<file path="src/tmr_pkg.sv">
/*
  Package for the 8-bit timer compare/waveform block: register offsets,
  field positions, reset values, mode and output-action codes, carrier structs.
  Assumes a 32-bit APB slave with byte addresses, one register per word.
*/
package tmr_pkg;

  // ----------------------------------------------------------------
  // register offsets (byte addresses)
  // ----------------------------------------------------------------
  localparam logic [7:0] OFF_CTRL = 8'h00;
  localparam logic [7:0] OFF_FORCE = 8'h04;
  localparam logic [7:0] OFF_COUNT = 8'h08;
  localparam logic [7:0] OFF_CMPA = 8'h0C;
  localparam logic [7:0] OFF_CMPB = 8'h10;
  localparam logic [7:0] OFF_FLAGS = 8'h14;
  localparam logic [7:0] OFF_PORT = 8'h18;

  // ----------------------------------------------------------------
  // field positions
  // ----------------------------------------------------------------
  localparam int CTRL_WGM_LSB = 0;
  localparam int CTRL_COMA_LSB = 4;
  localparam int CTRL_COMB_LSB = 6;
  localparam int CTRL_CS_LSB = 8;
  localparam int FLAG_OVF_BIT = 0;
  localparam int FLAG_CMPA_BIT = 1;
  localparam int PORT_DIR_LSB = 0;
  localparam int PORT_VAL_LSB = 2;
  localparam int PORT_OC_LSB = 4;

  // ----------------------------------------------------------------
  // reset values and counter extremes
  // ----------------------------------------------------------------
  localparam logic [7:0] CNT_RST = 8'h00;
  localparam logic [7:0] CMP_RST = 8'h00;
  localparam logic [7:0] BOTTOM = 8'h00;
  localparam logic [7:0] MAX = 8'hFF;
  localparam int PRESC_W = 10;

  // ----------------------------------------------------------------
  // waveform modes and compare output actions
  // ----------------------------------------------------------------
  localparam logic [2:0] WGM_NORMAL = 3'h0;
  localparam logic [2:0] WGM_CTC = 3'h2;
  localparam logic [2:0] WGM_FAST_MAX = 3'h3;
  localparam logic [2:0] WGM_FAST_CMPA = 3'h7;
  localparam logic [1:0] COM_NONE = 2'h0;
  localparam logic [1:0] COM_TOGGLE = 2'h1;
  localparam logic [1:0] COM_CLEAR = 2'h2;
  localparam logic [1:0] COM_SET = 2'h3;

  // ----------------------------------------------------------------
  // carriers
  // ----------------------------------------------------------------
  typedef struct packed {
    logic [2:0] clk_sel;
    logic [1:0] com_b;
    logic [1:0] com_a;
    logic [2:0] wgm;
  } tmr_ctrl_s;

  typedef struct packed {
    logic out;
    logic oe_n;
  } tmr_pin_s;

endpackage

</file>
<file path="src/tmr_compare_waveform.sv">
/*
  8-bit timer/counter with two compare channels, prescaler, counter modes
  normal, clear-on-match and fast PWM, compare output state and pin override.
  Assumes an APB master on pclk and a port pad that resolves value and
  active-low enable; interrupt service acknowledges arrive as pclk pulses.
*/
`timescale 1ns/1ps

// Behaviour
// - counter write blocks all compare matches during the next timer tick
// - output state keeps its value when the waveform mode changes
// - output mode bits unbuffered; new setting acts at next match
// - nonzero output mode puts the output state on the pin
// - pin shows output state only while direction bit selects output
// - output mode zero leaves output state unchanged on match
// - force strobe in non-PWM modes applies the action immediately
// - count sequence depends only on waveform mode
// - mode 0 always increments and wraps from FF to 00
// - mode 0 sets overflow flag as counter becomes zero
// - mode 2 clears counter on match with compare A
// - mode 2 compare A unbuffered; missed top means wrap through FF
// - mode 2 raises compare flag A at each top
// - mode 2 output mode 1 toggles output A on each match
// - mode 2 sets overflow flag when counter passes FF to 00
// - modes 3 and 7 count single-slope to FF or compare A
// - fast PWM non-inverting clears on match, sets at bottom; inverting opposite
// - prescaler divides by 1, 8, 32, 64, 128, 256 or 1024
// - compare flag set one tick after match; cleared by one or service
// - fast PWM output mode 2 non-inverted, 3 inverted
module tmr_compare_waveform #(
  parameter int ADDR_W = 8
) (
  // clock and reset
  input wire logic pclk,
  input wire logic presetn,
  // apb slave
  input wire logic psel,
  input wire logic penable,
  input wire logic pwrite,
  input wire logic [ADDR_W-1:0] paddr,
  input wire logic [31:0] pwdata,
  output logic pready,
  output logic [31:0] prdata,
  output logic pslverr,
  // interrupt service acknowledges
  input wire logic ovf_serviced,
  input wire logic cmp_a_serviced,
  input wire logic cmp_b_serviced,
  // compare output pins
  output tmr_pkg::tmr_pin_s pin_a,
  output tmr_pkg::tmr_pin_s pin_b
);

  if (ADDR_W < 5 || ADDR_W > 32) begin : g_addr_check
    $error("ADDR_W must be 5..32");
  end

  // ----------------------------------------------------------------
  // helpers
  // ----------------------------------------------------------------
  function automatic logic addr_ok(input logic [7:0] a);
    return a == tmr_pkg::OFF_CTRL || a == tmr_pkg::OFF_FORCE || a == tmr_pkg::OFF_COUNT ||
           a == tmr_pkg::OFF_CMPA || a == tmr_pkg::OFF_CMPB || a == tmr_pkg::OFF_FLAGS ||
           a == tmr_pkg::OFF_PORT;
  endfunction

  // next output state for one channel
  function automatic logic oc_next(input logic oc, input logic [1:0] com, input logic fast,
                                   input logic match, input logic bottom, input logic tog_ok);
    logic r;
    r = oc;
    if (!fast) begin
      if (match) begin
        case (com)
          tmr_pkg::COM_TOGGLE: r = ~oc;
          tmr_pkg::COM_CLEAR: r = 1'b0;
          tmr_pkg::COM_SET: r = 1'b1;
          default: r = oc;
        endcase
      end
    end else begin
      // bottom wins so a compare at top still gives a steady level
      case (com)
        tmr_pkg::COM_CLEAR: r = bottom ? 1'b1 : (match ? 1'b0 : oc);
        tmr_pkg::COM_SET: r = bottom ? 1'b0 : (match ? 1'b1 : oc);
        tmr_pkg::COM_TOGGLE: r = (match && tog_ok) ? ~oc : oc;
        default: r = oc;
      endcase
    end
    return r;
  endfunction

  // ----------------------------------------------------------------
  // bus decode
  // ----------------------------------------------------------------
  logic [7:0] addr;
  logic wr;
  logic rd_setup;
  logic cnt_wr;
  assign addr = 8'(paddr);
  assign wr = psel & penable & pwrite & addr_ok(addr);
  assign rd_setup = psel & ~penable & ~pwrite;
  assign cnt_wr = wr & (addr == tmr_pkg::OFF_COUNT);
  assign pready = 1'b1;
  assign pslverr = psel & penable & ~addr_ok(addr);

  // ----------------------------------------------------------------
  // control and port registers
  // ----------------------------------------------------------------
  tmr_pkg::tmr_ctrl_s ctrl;
  logic [1:0] dir;
  logic [1:0] port_val;

  always_ff @(posedge pclk or negedge presetn) begin
    if (!presetn) begin
      ctrl <= '0;
    end else if (wr && addr == tmr_pkg::OFF_CTRL) begin
      // output mode takes effect at once, no shadow copy
      ctrl.wgm <= pwdata[tmr_pkg::CTRL_WGM_LSB +: 3];
      ctrl.com_a <= pwdata[tmr_pkg::CTRL_COMA_LSB +: 2];
      ctrl.com_b <= pwdata[tmr_pkg::CTRL_COMB_LSB +: 2];
      ctrl.clk_sel <= pwdata[tmr_pkg::CTRL_CS_LSB +: 3];
    end
  end

  always_ff @(posedge pclk or negedge presetn) begin
    if (!presetn) begin
      dir <= 2'h0;
      port_val <= 2'h0;
    end else if (wr && addr == tmr_pkg::OFF_PORT) begin
      dir <= pwdata[tmr_pkg::PORT_DIR_LSB +: 2];
      port_val <= pwdata[tmr_pkg::PORT_VAL_LSB +: 2];
    end
  end

  // ----------------------------------------------------------------
  // prescaler
  // ----------------------------------------------------------------
  logic [tmr_pkg::PRESC_W-1:0] presc;
  logic tick;

  always_ff @(posedge pclk or negedge presetn) begin
    if (!presetn) begin
      presc <= '0;
    end else if (ctrl.clk_sel == 3'h0) begin
      presc <= '0;
    end else begin
      presc <= presc + tmr_pkg::PRESC_W'(1);
    end
  end

  always_comb begin
    case (ctrl.clk_sel)
      3'h1: tick = 1'b1;
      3'h2: tick = &presc[2:0];
      3'h3: tick = &presc[4:0];
      3'h4: tick = &presc[5:0];
      3'h5: tick = &presc[6:0];
      3'h6: tick = &presc[7:0];
      3'h7: tick = &presc[9:0];
      default: tick = 1'b0;
    endcase
  end

  // ----------------------------------------------------------------
  // counter
  // ----------------------------------------------------------------
  logic [7:0] cnt;
  logic [7:0] cmp_buf [2];
  logic [7:0] cmp_act [2];
  logic block;
  logic fast;
  logic clear_on_match_mode;
  logic [7:0] top;
  logic [1:0] match;
  logic cnt_clear;
  logic bottom_ev;
  logic ovf_ev;

  // sequence chosen by mode bits only, output mode not involved
  assign fast = ctrl.wgm == tmr_pkg::WGM_FAST_MAX || ctrl.wgm == tmr_pkg::WGM_FAST_CMPA;
  assign clear_on_match_mode = ctrl.wgm == tmr_pkg::WGM_CTC;
  assign top = (ctrl.wgm == tmr_pkg::WGM_FAST_CMPA) ? cmp_act[0] : tmr_pkg::MAX;
  // a pending counter write hides every match until the next tick
  assign match[0] = (cnt == cmp_act[0]) & ~block;
  assign match[1] = (cnt == cmp_act[1]) & ~block;
  assign cnt_clear = (clear_on_match_mode & match[0]) | (fast & cnt == top);
  assign bottom_ev = tick & ~cnt_wr & fast & cnt == top;
  // overflow: max to zero in normal and ctc, at top in fast pwm
  assign ovf_ev = tick & ~cnt_wr & (fast ? cnt == top : cnt == tmr_pkg::MAX);

  always_ff @(posedge pclk or negedge presetn) begin
    if (!presetn) begin
      cnt <= tmr_pkg::CNT_RST;
    end else if (cnt_wr) begin
      cnt <= pwdata[7:0];
    end else if (tick) begin
      // a ctc top below the count is missed and the count wraps
      cnt <= cnt_clear ? tmr_pkg::BOTTOM : cnt + 8'h01;
    end
  end

  // held even with the clock stopped, released by the first tick
  always_ff @(posedge pclk or negedge presetn) begin
    if (!presetn) begin
      block <= 1'b0;
    end else if (cnt_wr) begin
      block <= 1'b1;
    end else if (tick) begin
      block <= 1'b0;
    end
  end

  // ----------------------------------------------------------------
  // compare registers: direct in non-pwm, reloaded at bottom in fast pwm
  // ----------------------------------------------------------------
  always_ff @(posedge pclk or negedge presetn) begin
    if (!presetn) begin
      cmp_buf[0] <= tmr_pkg::CMP_RST;
      cmp_buf[1] <= tmr_pkg::CMP_RST;
    end else if (wr && addr == tmr_pkg::OFF_CMPA) begin
      cmp_buf[0] <= pwdata[7:0];
    end else if (wr && addr == tmr_pkg::OFF_CMPB) begin
      cmp_buf[1] <= pwdata[7:0];
    end
  end

  always_ff @(posedge pclk or negedge presetn) begin
    if (!presetn) begin
      cmp_act[0] <= tmr_pkg::CMP_RST;
      cmp_act[1] <= tmr_pkg::CMP_RST;
    end else begin
      for (int i = 0; i < 2; i++) begin
        if (!fast) begin
          // unbuffered: a write lands in the comparator at once
          cmp_act[i] <= (wr && addr == (i == 0 ? tmr_pkg::OFF_CMPA : tmr_pkg::OFF_CMPB)) ?
                        pwdata[7:0] : cmp_buf[i];
        end else if (bottom_ev) begin
          cmp_act[i] <= cmp_buf[i];
        end
      end
    end
  end

  // ----------------------------------------------------------------
  // flags
  // ----------------------------------------------------------------
  logic [1:0] pend;
  logic [1:0] cmp_flag;
  logic ovf_flag;
  logic flag_wr;
  logic [1:0] serviced;
  assign flag_wr = wr & (addr == tmr_pkg::OFF_FLAGS);
  assign serviced = {cmp_b_serviced, cmp_a_serviced};

  always_ff @(posedge pclk or negedge presetn) begin
    if (!presetn) begin
      pend <= 2'h0;
    end else if (tick) begin
      pend <= match;
    end
  end

  always_ff @(posedge pclk or negedge presetn) begin
    if (!presetn) begin
      cmp_flag <= 2'h0;
    end else begin
      for (int i = 0; i < 2; i++) begin
        // set one tick after the match, set beats clear
        cmp_flag[i] <= (tick & pend[i]) |
                       (cmp_flag[i] & ~(flag_wr & pwdata[tmr_pkg::FLAG_CMPA_BIT + i]) &
                        ~serviced[i]);
      end
    end
  end

  always_ff @(posedge pclk or negedge presetn) begin
    if (!presetn) begin
      ovf_flag <= 1'b0;
    end else begin
      ovf_flag <= ovf_ev |
                  (ovf_flag & ~(flag_wr & pwdata[tmr_pkg::FLAG_OVF_BIT]) & ~ovf_serviced);
    end
  end

  // ----------------------------------------------------------------
  // output state and pins
  // ----------------------------------------------------------------
  logic [1:0] oc;
  logic [1:0] force_ev;
  logic [1:0] com [2];
  assign com[0] = ctrl.com_a;
  assign com[1] = ctrl.com_b;
  assign force_ev = {2{wr & addr == tmr_pkg::OFF_FORCE & ~fast}} & pwdata[1:0];

  // no reset on a mode change: state only moves on force or tick
  always_ff @(posedge pclk or negedge presetn) begin
    if (!presetn) begin
      oc <= 2'h0;
    end else begin
      for (int i = 0; i < 2; i++) begin
        if (force_ev[i]) begin
          // acts like a match but sets no flag and leaves the counter
          oc[i] <= oc_next(oc[i], com[i], 1'b0, 1'b1, 1'b0, 1'b0);
        end else if (tick) begin
          // com zero keeps state; toggle/clear/set or pwm polarity
          oc[i] <= oc_next(oc[i], com[i], fast, match[i], bottom_ev,
                           i == 0 && ctrl.wgm == tmr_pkg::WGM_FAST_CMPA);
        end
      end
    end
  end

  always_ff @(posedge pclk or negedge presetn) begin
    if (!presetn) begin
      pin_a <= '{out: 1'b0, oe_n: 1'b1};
      pin_b <= '{out: 1'b0, oe_n: 1'b1};
    end else begin
      // override independent of mode; direction stays with the port
      pin_a.out <= (ctrl.com_a != tmr_pkg::COM_NONE) ? oc[0] : port_val[0];
      pin_b.out <= (ctrl.com_b != tmr_pkg::COM_NONE) ? oc[1] : port_val[1];
      pin_a.oe_n <= ~dir[0];
      pin_b.oe_n <= ~dir[1];
    end
  end

  // ----------------------------------------------------------------
  // read data, captured in the setup cycle
  // ----------------------------------------------------------------
  always_ff @(posedge pclk or negedge presetn) begin
    if (!presetn) begin
      prdata <= 32'h0;
    end else if (rd_setup) begin
      case (addr)
        tmr_pkg::OFF_CTRL: prdata <= 32'({ctrl.clk_sel, ctrl.com_b, ctrl.com_a, 1'b0, ctrl.wgm});
        tmr_pkg::OFF_COUNT: prdata <= 32'(cnt);
        tmr_pkg::OFF_CMPA: prdata <= 32'(cmp_buf[0]);
        tmr_pkg::OFF_CMPB: prdata <= 32'(cmp_buf[1]);
        tmr_pkg::OFF_FLAGS: prdata <= 32'({cmp_flag, ovf_flag});
        tmr_pkg::OFF_PORT: prdata <= 32'({oc, port_val, dir});
        default: prdata <= 32'h0;
      endcase
    end
  end

  // ----------------------------------------------------------------
  // checks
  // ----------------------------------------------------------------
  a_block_match: assert property (@(posedge pclk) disable iff (!presetn)
    cnt_wr |=> (match == 2'h0) until (tick && !cnt_wr))
    else $error("compare match seen while counter write block pending");

  a_mode_keeps_state: assert property (@(posedge pclk) disable iff (!presetn)
    (wr && addr == tmr_pkg::OFF_CTRL && !tick) |=> oc == $past(oc))
    else $error("output state changed on a control write");

  a_pin_override: assert property (@(posedge pclk) disable iff (!presetn)
    ctrl.com_a != tmr_pkg::COM_NONE |=> pin_a.out == $past(oc[0]))
    else $error("pin A not driven from output state");

  a_pin_direction: assert property (@(posedge pclk) disable iff (!presetn)
    1'b1 |=> pin_a.oe_n == !$past(dir[0]))
    else $error("pin A enable does not follow direction bit");

  a_com_zero_hold: assert property (@(posedge pclk) disable iff (!presetn)
    (ctrl.com_a == tmr_pkg::COM_NONE && !force_ev[0]) |=> $stable(oc[0]))
    else $error("output A changed with mode zero");

  a_force_toggle: assert property (@(posedge pclk) disable iff (!presetn)
    (force_ev[0] && ctrl.com_a == tmr_pkg::COM_TOGGLE) |=> oc[0] != $past(oc[0]))
    else $error("force strobe did not toggle output A");

  a_normal_wrap: assert property (@(posedge pclk) disable iff (!presetn)
    (tick && !cnt_wr && ctrl.wgm == tmr_pkg::WGM_NORMAL && cnt == tmr_pkg::MAX)
    |=> cnt == tmr_pkg::BOTTOM && ovf_flag)
    else $error("normal mode wrap or overflow wrong");

  a_ctc_clear: assert property (@(posedge pclk) disable iff (!presetn)
    (tick && !cnt_wr && clear_on_match_mode && match[0]) |=> cnt == tmr_pkg::BOTTOM)
    else $error("ctc did not clear counter on match");

  a_match_pend: assert property (@(posedge pclk) disable iff (!presetn)
    tick |=> pend == $past(match))
    else $error("match not captured on timer tick");

  a_flag_delay: assert property (@(posedge pclk) disable iff (!presetn)
    (tick && pend[0]) |=> cmp_flag[0])
    else $error("compare flag A not set one tick after match");

  a_fast_noninv: assert property (@(posedge pclk) disable iff (!presetn)
    (tick && fast && ctrl.com_a == tmr_pkg::COM_CLEAR && !force_ev[0])
    |=> oc[0] == ($past(bottom_ev) ? 1'b1 : ($past(match[0]) ? 1'b0 : $past(oc[0]))))
    else $error("fast pwm non-inverting output wrong");

endmodule // tmr_compare_waveform

</file>
<file path="config.mk">
export PLATFORM = sky130hd
export DESIGN_NAME = tmr_compare_waveform
export DESIGN_NICKNAME = d
export VERILOG_FILES = /design/src/tmr_pkg.sv /design/src/tmr_compare_waveform.sv
export SDC_FILE = /design/constraint.sdc
export NUM_CORES = 1
export LEC_CHECK = 0
export ABC_CLOCK_PERIOD_IN_PS = 3100
export BUFFER_PORTS_ARGS = -buffer_cell sky130_fd_sc_hd__clkbuf_2
export CAP_MARGIN = 20
export CORE_UTILIZATION = 55
export CTS_BUF_LIST = sky130_fd_sc_hd__clkbuf_8
export CTS_CLUSTER_SIZE = 30
export DETAILED_ROUTE_END_ITERATION = 7
export PLACE_DENSITY = 0.79
export RECOVER_POWER = 25
export SYNTH_ARGS = -nofsm -noshare
export SYNTH_HDL_FRONTEND = slang
export SYNTH_SLANG_ARGS = --single-unit
</file>
<file path="constraint.sdc">
create_clock -name pclk -period 3.1 [get_ports pclk]
set_input_delay 0.155 -clock pclk [delete_from_list [all_inputs] [get_ports pclk]]
set_output_delay 0.155 -clock pclk [all_outputs]
set_load 0.02 [all_outputs]
</file>
==> impl_table.tex <==
\begin{tabular}{lr}
\hline
Metric & Value \\
\hline
\multicolumn{2}{l}{\textbf{Timing}} \\
Final Cycle Share & 93.51\% \\
Setup-failing EPs final & 0 \\
Setup repair after global routing missed its margin & false \\
Slew at the pin closest to its max-slew limit & 1.668 ns \\
Min Clock Period, post-route & 2.899 ns \\
Final Hold Violating Endpoints & 0 \\
Max Fclk & 345.0 MHz \\
Worst path setup slack after routing & 0.2010 ns \\
Final Skew & 0.01066 ns \\
Headroom to the max-slew limit & -11.21\% \\
Total negative slack & 0 ns \\
Fin. max-slew vios & 76 \\
\multicolumn{2}{l}{\textbf{GRT}} \\
Wire length of the first global-routing pass & 17,910 um \\
Number of global-route vias before repair & 3,399 \\
Number of antenna violations at the first check in global routing & 0 \\
Total routing usage reported by global routing & 27.55\% \\
Total overflow reported by the global router & 0 \\
Largest net degree at the start of global routing & 88 \\
\multicolumn{2}{l}{\textbf{Route}} \\
Violation count after the first detailed-route iteration & 228 \\
Total DRC errors in the routed layout & 0 \\
Antenna Nets Post-Route & 0 \\
DRT Wirelength & 11,100 um \\
DR pass1 iterations & 5 \\
Final routed wire length divided by cell count & 18.84 um \\
Via count of the routed design & 3,631 \\
Ratio of routed vias to standard cells & 6.165 \\
\multicolumn{2}{l}{\textbf{Layout}} \\
P\&R area growth vs syn & 10.49\% \\
Number of diodes added for antenna fixing & 0 \\
\# nets final & 534 \\
Proportion of layout cells with a drive suffix above 1 & 22.79\% \\
Post-layout instance count excluding filler cells & 589 \\
\multicolumn{2}{l}{\textbf{Placement}} \\
Post-detailed-placement half-perimeter wirelength & 7855 um \\
Setup slack after placement & 0.2264 ns \\
Last weighted congestion value of the routability-driven placer & 0.9544 \\
Port Buffer Count & 42 \\
Instance count after placement with tap cells included & 571 \\
\multicolumn{2}{l}{\textbf{Synthesis}} \\
Number of flip-flops and latches in the synthesized netlist & 87 \\
Synth Instances & 435 \\
Area of the mapped netlist & 4582 um2 \\
Warnings from Yosys & 0 \\
Sequential cell area fraction in the yosys report & 47.57\% \\
Dominant cell by count in the synthesized netlist & dfrtp\_1 \\
Top cells by instance count after synthesis & dfrtp\_1, nand2\_1, mux2\_2, nor2\_1, buf\_4 \\
Count of different cell masters after synthesis & 61 \\
Cell accounting for the most synthesized area & dfrtp\_1 \\
Ranking of synthesized cells by area & dfrtp\_1, mux2\_2, a221o\_1 \\
Average cell area after synthesis & 10.53 um2 \\
Share of the synthesized area in the top cell type & 46.42\% \\
EDFF count, synth & 0 \\
Fraction of synthesis flops using an asynchronous set or reset pin & 100.0\% \\
Predominant post-synthesis flop cell & dfrtp\_1 \\
\multicolumn{2}{l}{\textbf{Worst setup path}} \\
Arrival time at the worst endpoint & 3.15 ns \\
CP Capture Type & flop \\
Biggest fanout along the worst timing path & 14 \\
Data required time at the worst endpoint & 3.35 ns \\
Critical Path Source Type & flop \\
Type of the worst setup path & flop to flop \\
Minimum setup slack among reg-to-reg paths & 0.20 ns \\
\multicolumn{2}{l}{\textbf{Power and ir drop}} \\
Worst VDD drop & 0.0002861 V \\
Leakage dissipation & 2.431 nW \\
Sequential fraction of design power & 51.7\% \\
Power share of the clock group & 42.6\% \\
Switch Pwr & 0.5256 mW \\
Portion of total power attributed to combinational logic & 5.7\% \\
Power Internal & 1.709 mW \\
Power density cells & 441.4 nW/um2 \\
Fraction of power spent switching nets & 23.52\% \\
\multicolumn{2}{l}{\textbf{Clock tree}} \\
Setup Buffers After CTS & 0 \\
CTS tree & done \\
Clock Pin Slew Worst Setup and Hold Paths & 0.09 ns \\
Root Driver & clkbuf\_8 \\
CTS Buf Count & 9 \\
Clock latency of the later-clocked register in the worst-skew pair & 0.37 ns \\
Number of levels the H-tree was split into & 3 \\
Max Root-Sink Buffers & 2 \\
Clock Sinks & 87 \\
\multicolumn{2}{l}{\textbf{Run status}} \\
Result of the run & complete, but fails checks \\
Failing checks & capacitance limit, slew limit \\
\multicolumn{2}{l}{\textbf{Die}} \\
Effective utilization at floorplan & 58.09\% \\
Height of the chip & 93.27 um \\
Floorplan die width & 93.27 um \\
Placement Rows & 32 \\
Io pins & 86 \\
Area enclosed by the die boundary & 8699 um2 \\
Core Area & 7888 um2 \\
\multicolumn{2}{l}{\textbf{Flow run}} \\
Max Cap Viol & 1 \\
\multicolumn{2}{l}{\textbf{Hold path}} \\
Hold/Removal Path Class & input port to flop \\
\hline
\end{tabular}
## layer usage
metal	vias to the layer above	GRT usage, %	routed length (um)
met5	-	0	0
met4	0	8.974	197
met3	23	5.366	868
met2	167	42.40	5170
met1	1804	39.27	4859
li1	1637	-	-
## cells by family (layout without fill, tap and decap cells)
kind of cell,Yosys count,after routing,share of synthesized area [%]
simple gates,148,148,16.79
compound gates,89,89,16.30
flops,87,87,47.57
buf+inv,58,90,7.373
mux,32,32,7.837
xor+xnor,15,15,2.867
fa+ha+maj,4,4,1.092
other cells,2,22,0.1639
## metrics by stage
step                utilization, %  hold WS [ns]  power, mW  area, um2
floorplan                        -       -0.1406      1.258       4657
global placement             61.02        0.3875      1.301       4813
detailed placement           61.02        0.3958      1.303       4813
CTS                          64.04       0.02101      2.242       5051
global route                 64.18       0.01657      2.296       5062
finish                       64.18       0.02315      2.235       5062
## final timing paths
check,cells after the start,to,from
worst max-delay path,10,cnt[3]$_DFFE_PN0P_,presc[0]$_DFF_PN0_
worst min-delay path,2,ctrl[8]$_DFFE_PN0P_,pwdata[9]
worst max register to register,10,cnt[3]$_DFFE_PN0P_,presc[0]$_DFF_PN0_
worst min register to register,1,pin_a[0]$_DFF_PN1_,dir[0]$_DFFE_PN0P_
max in group asynchronous,3,cmp_buf[12]$_DFF_PN0_,presetn
min in group asynchronous,2,cmp_act[7]$_DFFE_PN0P_,presetn
## final cells by class
type                            instances  area, um2
Clock buffer                            9      123.9
Clock inverter                          7      113.9
Fill cell                             619       2825
Inverter                               19      71.32
Multi-Input combinational cell        310       2140
Sequential cell                        87       2180
Tap cell                              102      127.6
Timing Repair Buffer                   55      306.5
## placed cells by master, fill, tap and decap left out, drive strengths merged, types with 3 or more instances in the layout
master | synthesis | routed
xnor2 | 7 | 7
dfrtp | 85 | 85
and3 | 6 | 6
bufinv | 0 | 3
a22oi | 11 | 11
nand2 | 37 | 37
xor2 | 8 | 8
buf | 34 | 12
a221oi | 3 | 3
o21ai | 11 | 11
nor3b | 5 | 5
a21o | 4 | 4
mux2 | 31 | 31
nor4 | 4 | 4
a21oi | 3 | 3
nor2 | 26 | 26
nand2b | 10 | 10
nor2b | 3 | 3
clkbuf | 5 | 51
nand3 | 16 | 16
conb | 2 | 22
inv | 19 | 22
a221o | 19 | 19
ha | 4 | 4
nand4 | 3 | 3
a22o | 10 | 10
nor3 | 16 | 16
and2 | 12 | 12
a31oi | 5 | 5
or3 | 3 | 3
## critical path, stage by stage (launching register included)
cell	delay [ns]
dfrtp_1	0.41
ha_1	0.22
and3_1	0.19
ha_1	0.18
inv_1	0.06
a311oi_1	0.10
a41oi_2	0.50
or2_2	0.22
a311o_1	0.42
o21ai_0	0.17
a221o_1	0.31
## power by group through the flow
stage                     clock network [mW]  registers (mW)  logic [mW]
final                                  0.952            1.16       0.127
after floorplan                            0            1.18      0.0778
after detailed placement                   0            1.18       0.126
after global routing                   0.999            1.16       0.140
after CTS                              0.960            1.15       0.127
after global placement                     0            1.18       0.124
## timing repair
action | 4_1_cts | 5_1_grt
setup endpoints to repair | 0 | 0
endpoints found under the hold margin | 0 | 12
resized for setup | 0 | 0
hold buffers | 0 | 1
## sequential cells by signal, summed over array words and instances (netlist names), 4 cells and up
signal,flops
presc,10
prdata,11
cmp_buf,16
com,4
cnt,8
ctrl,6
cmp_act,16
No activity file was read; power rests on OpenSTA's default activity.
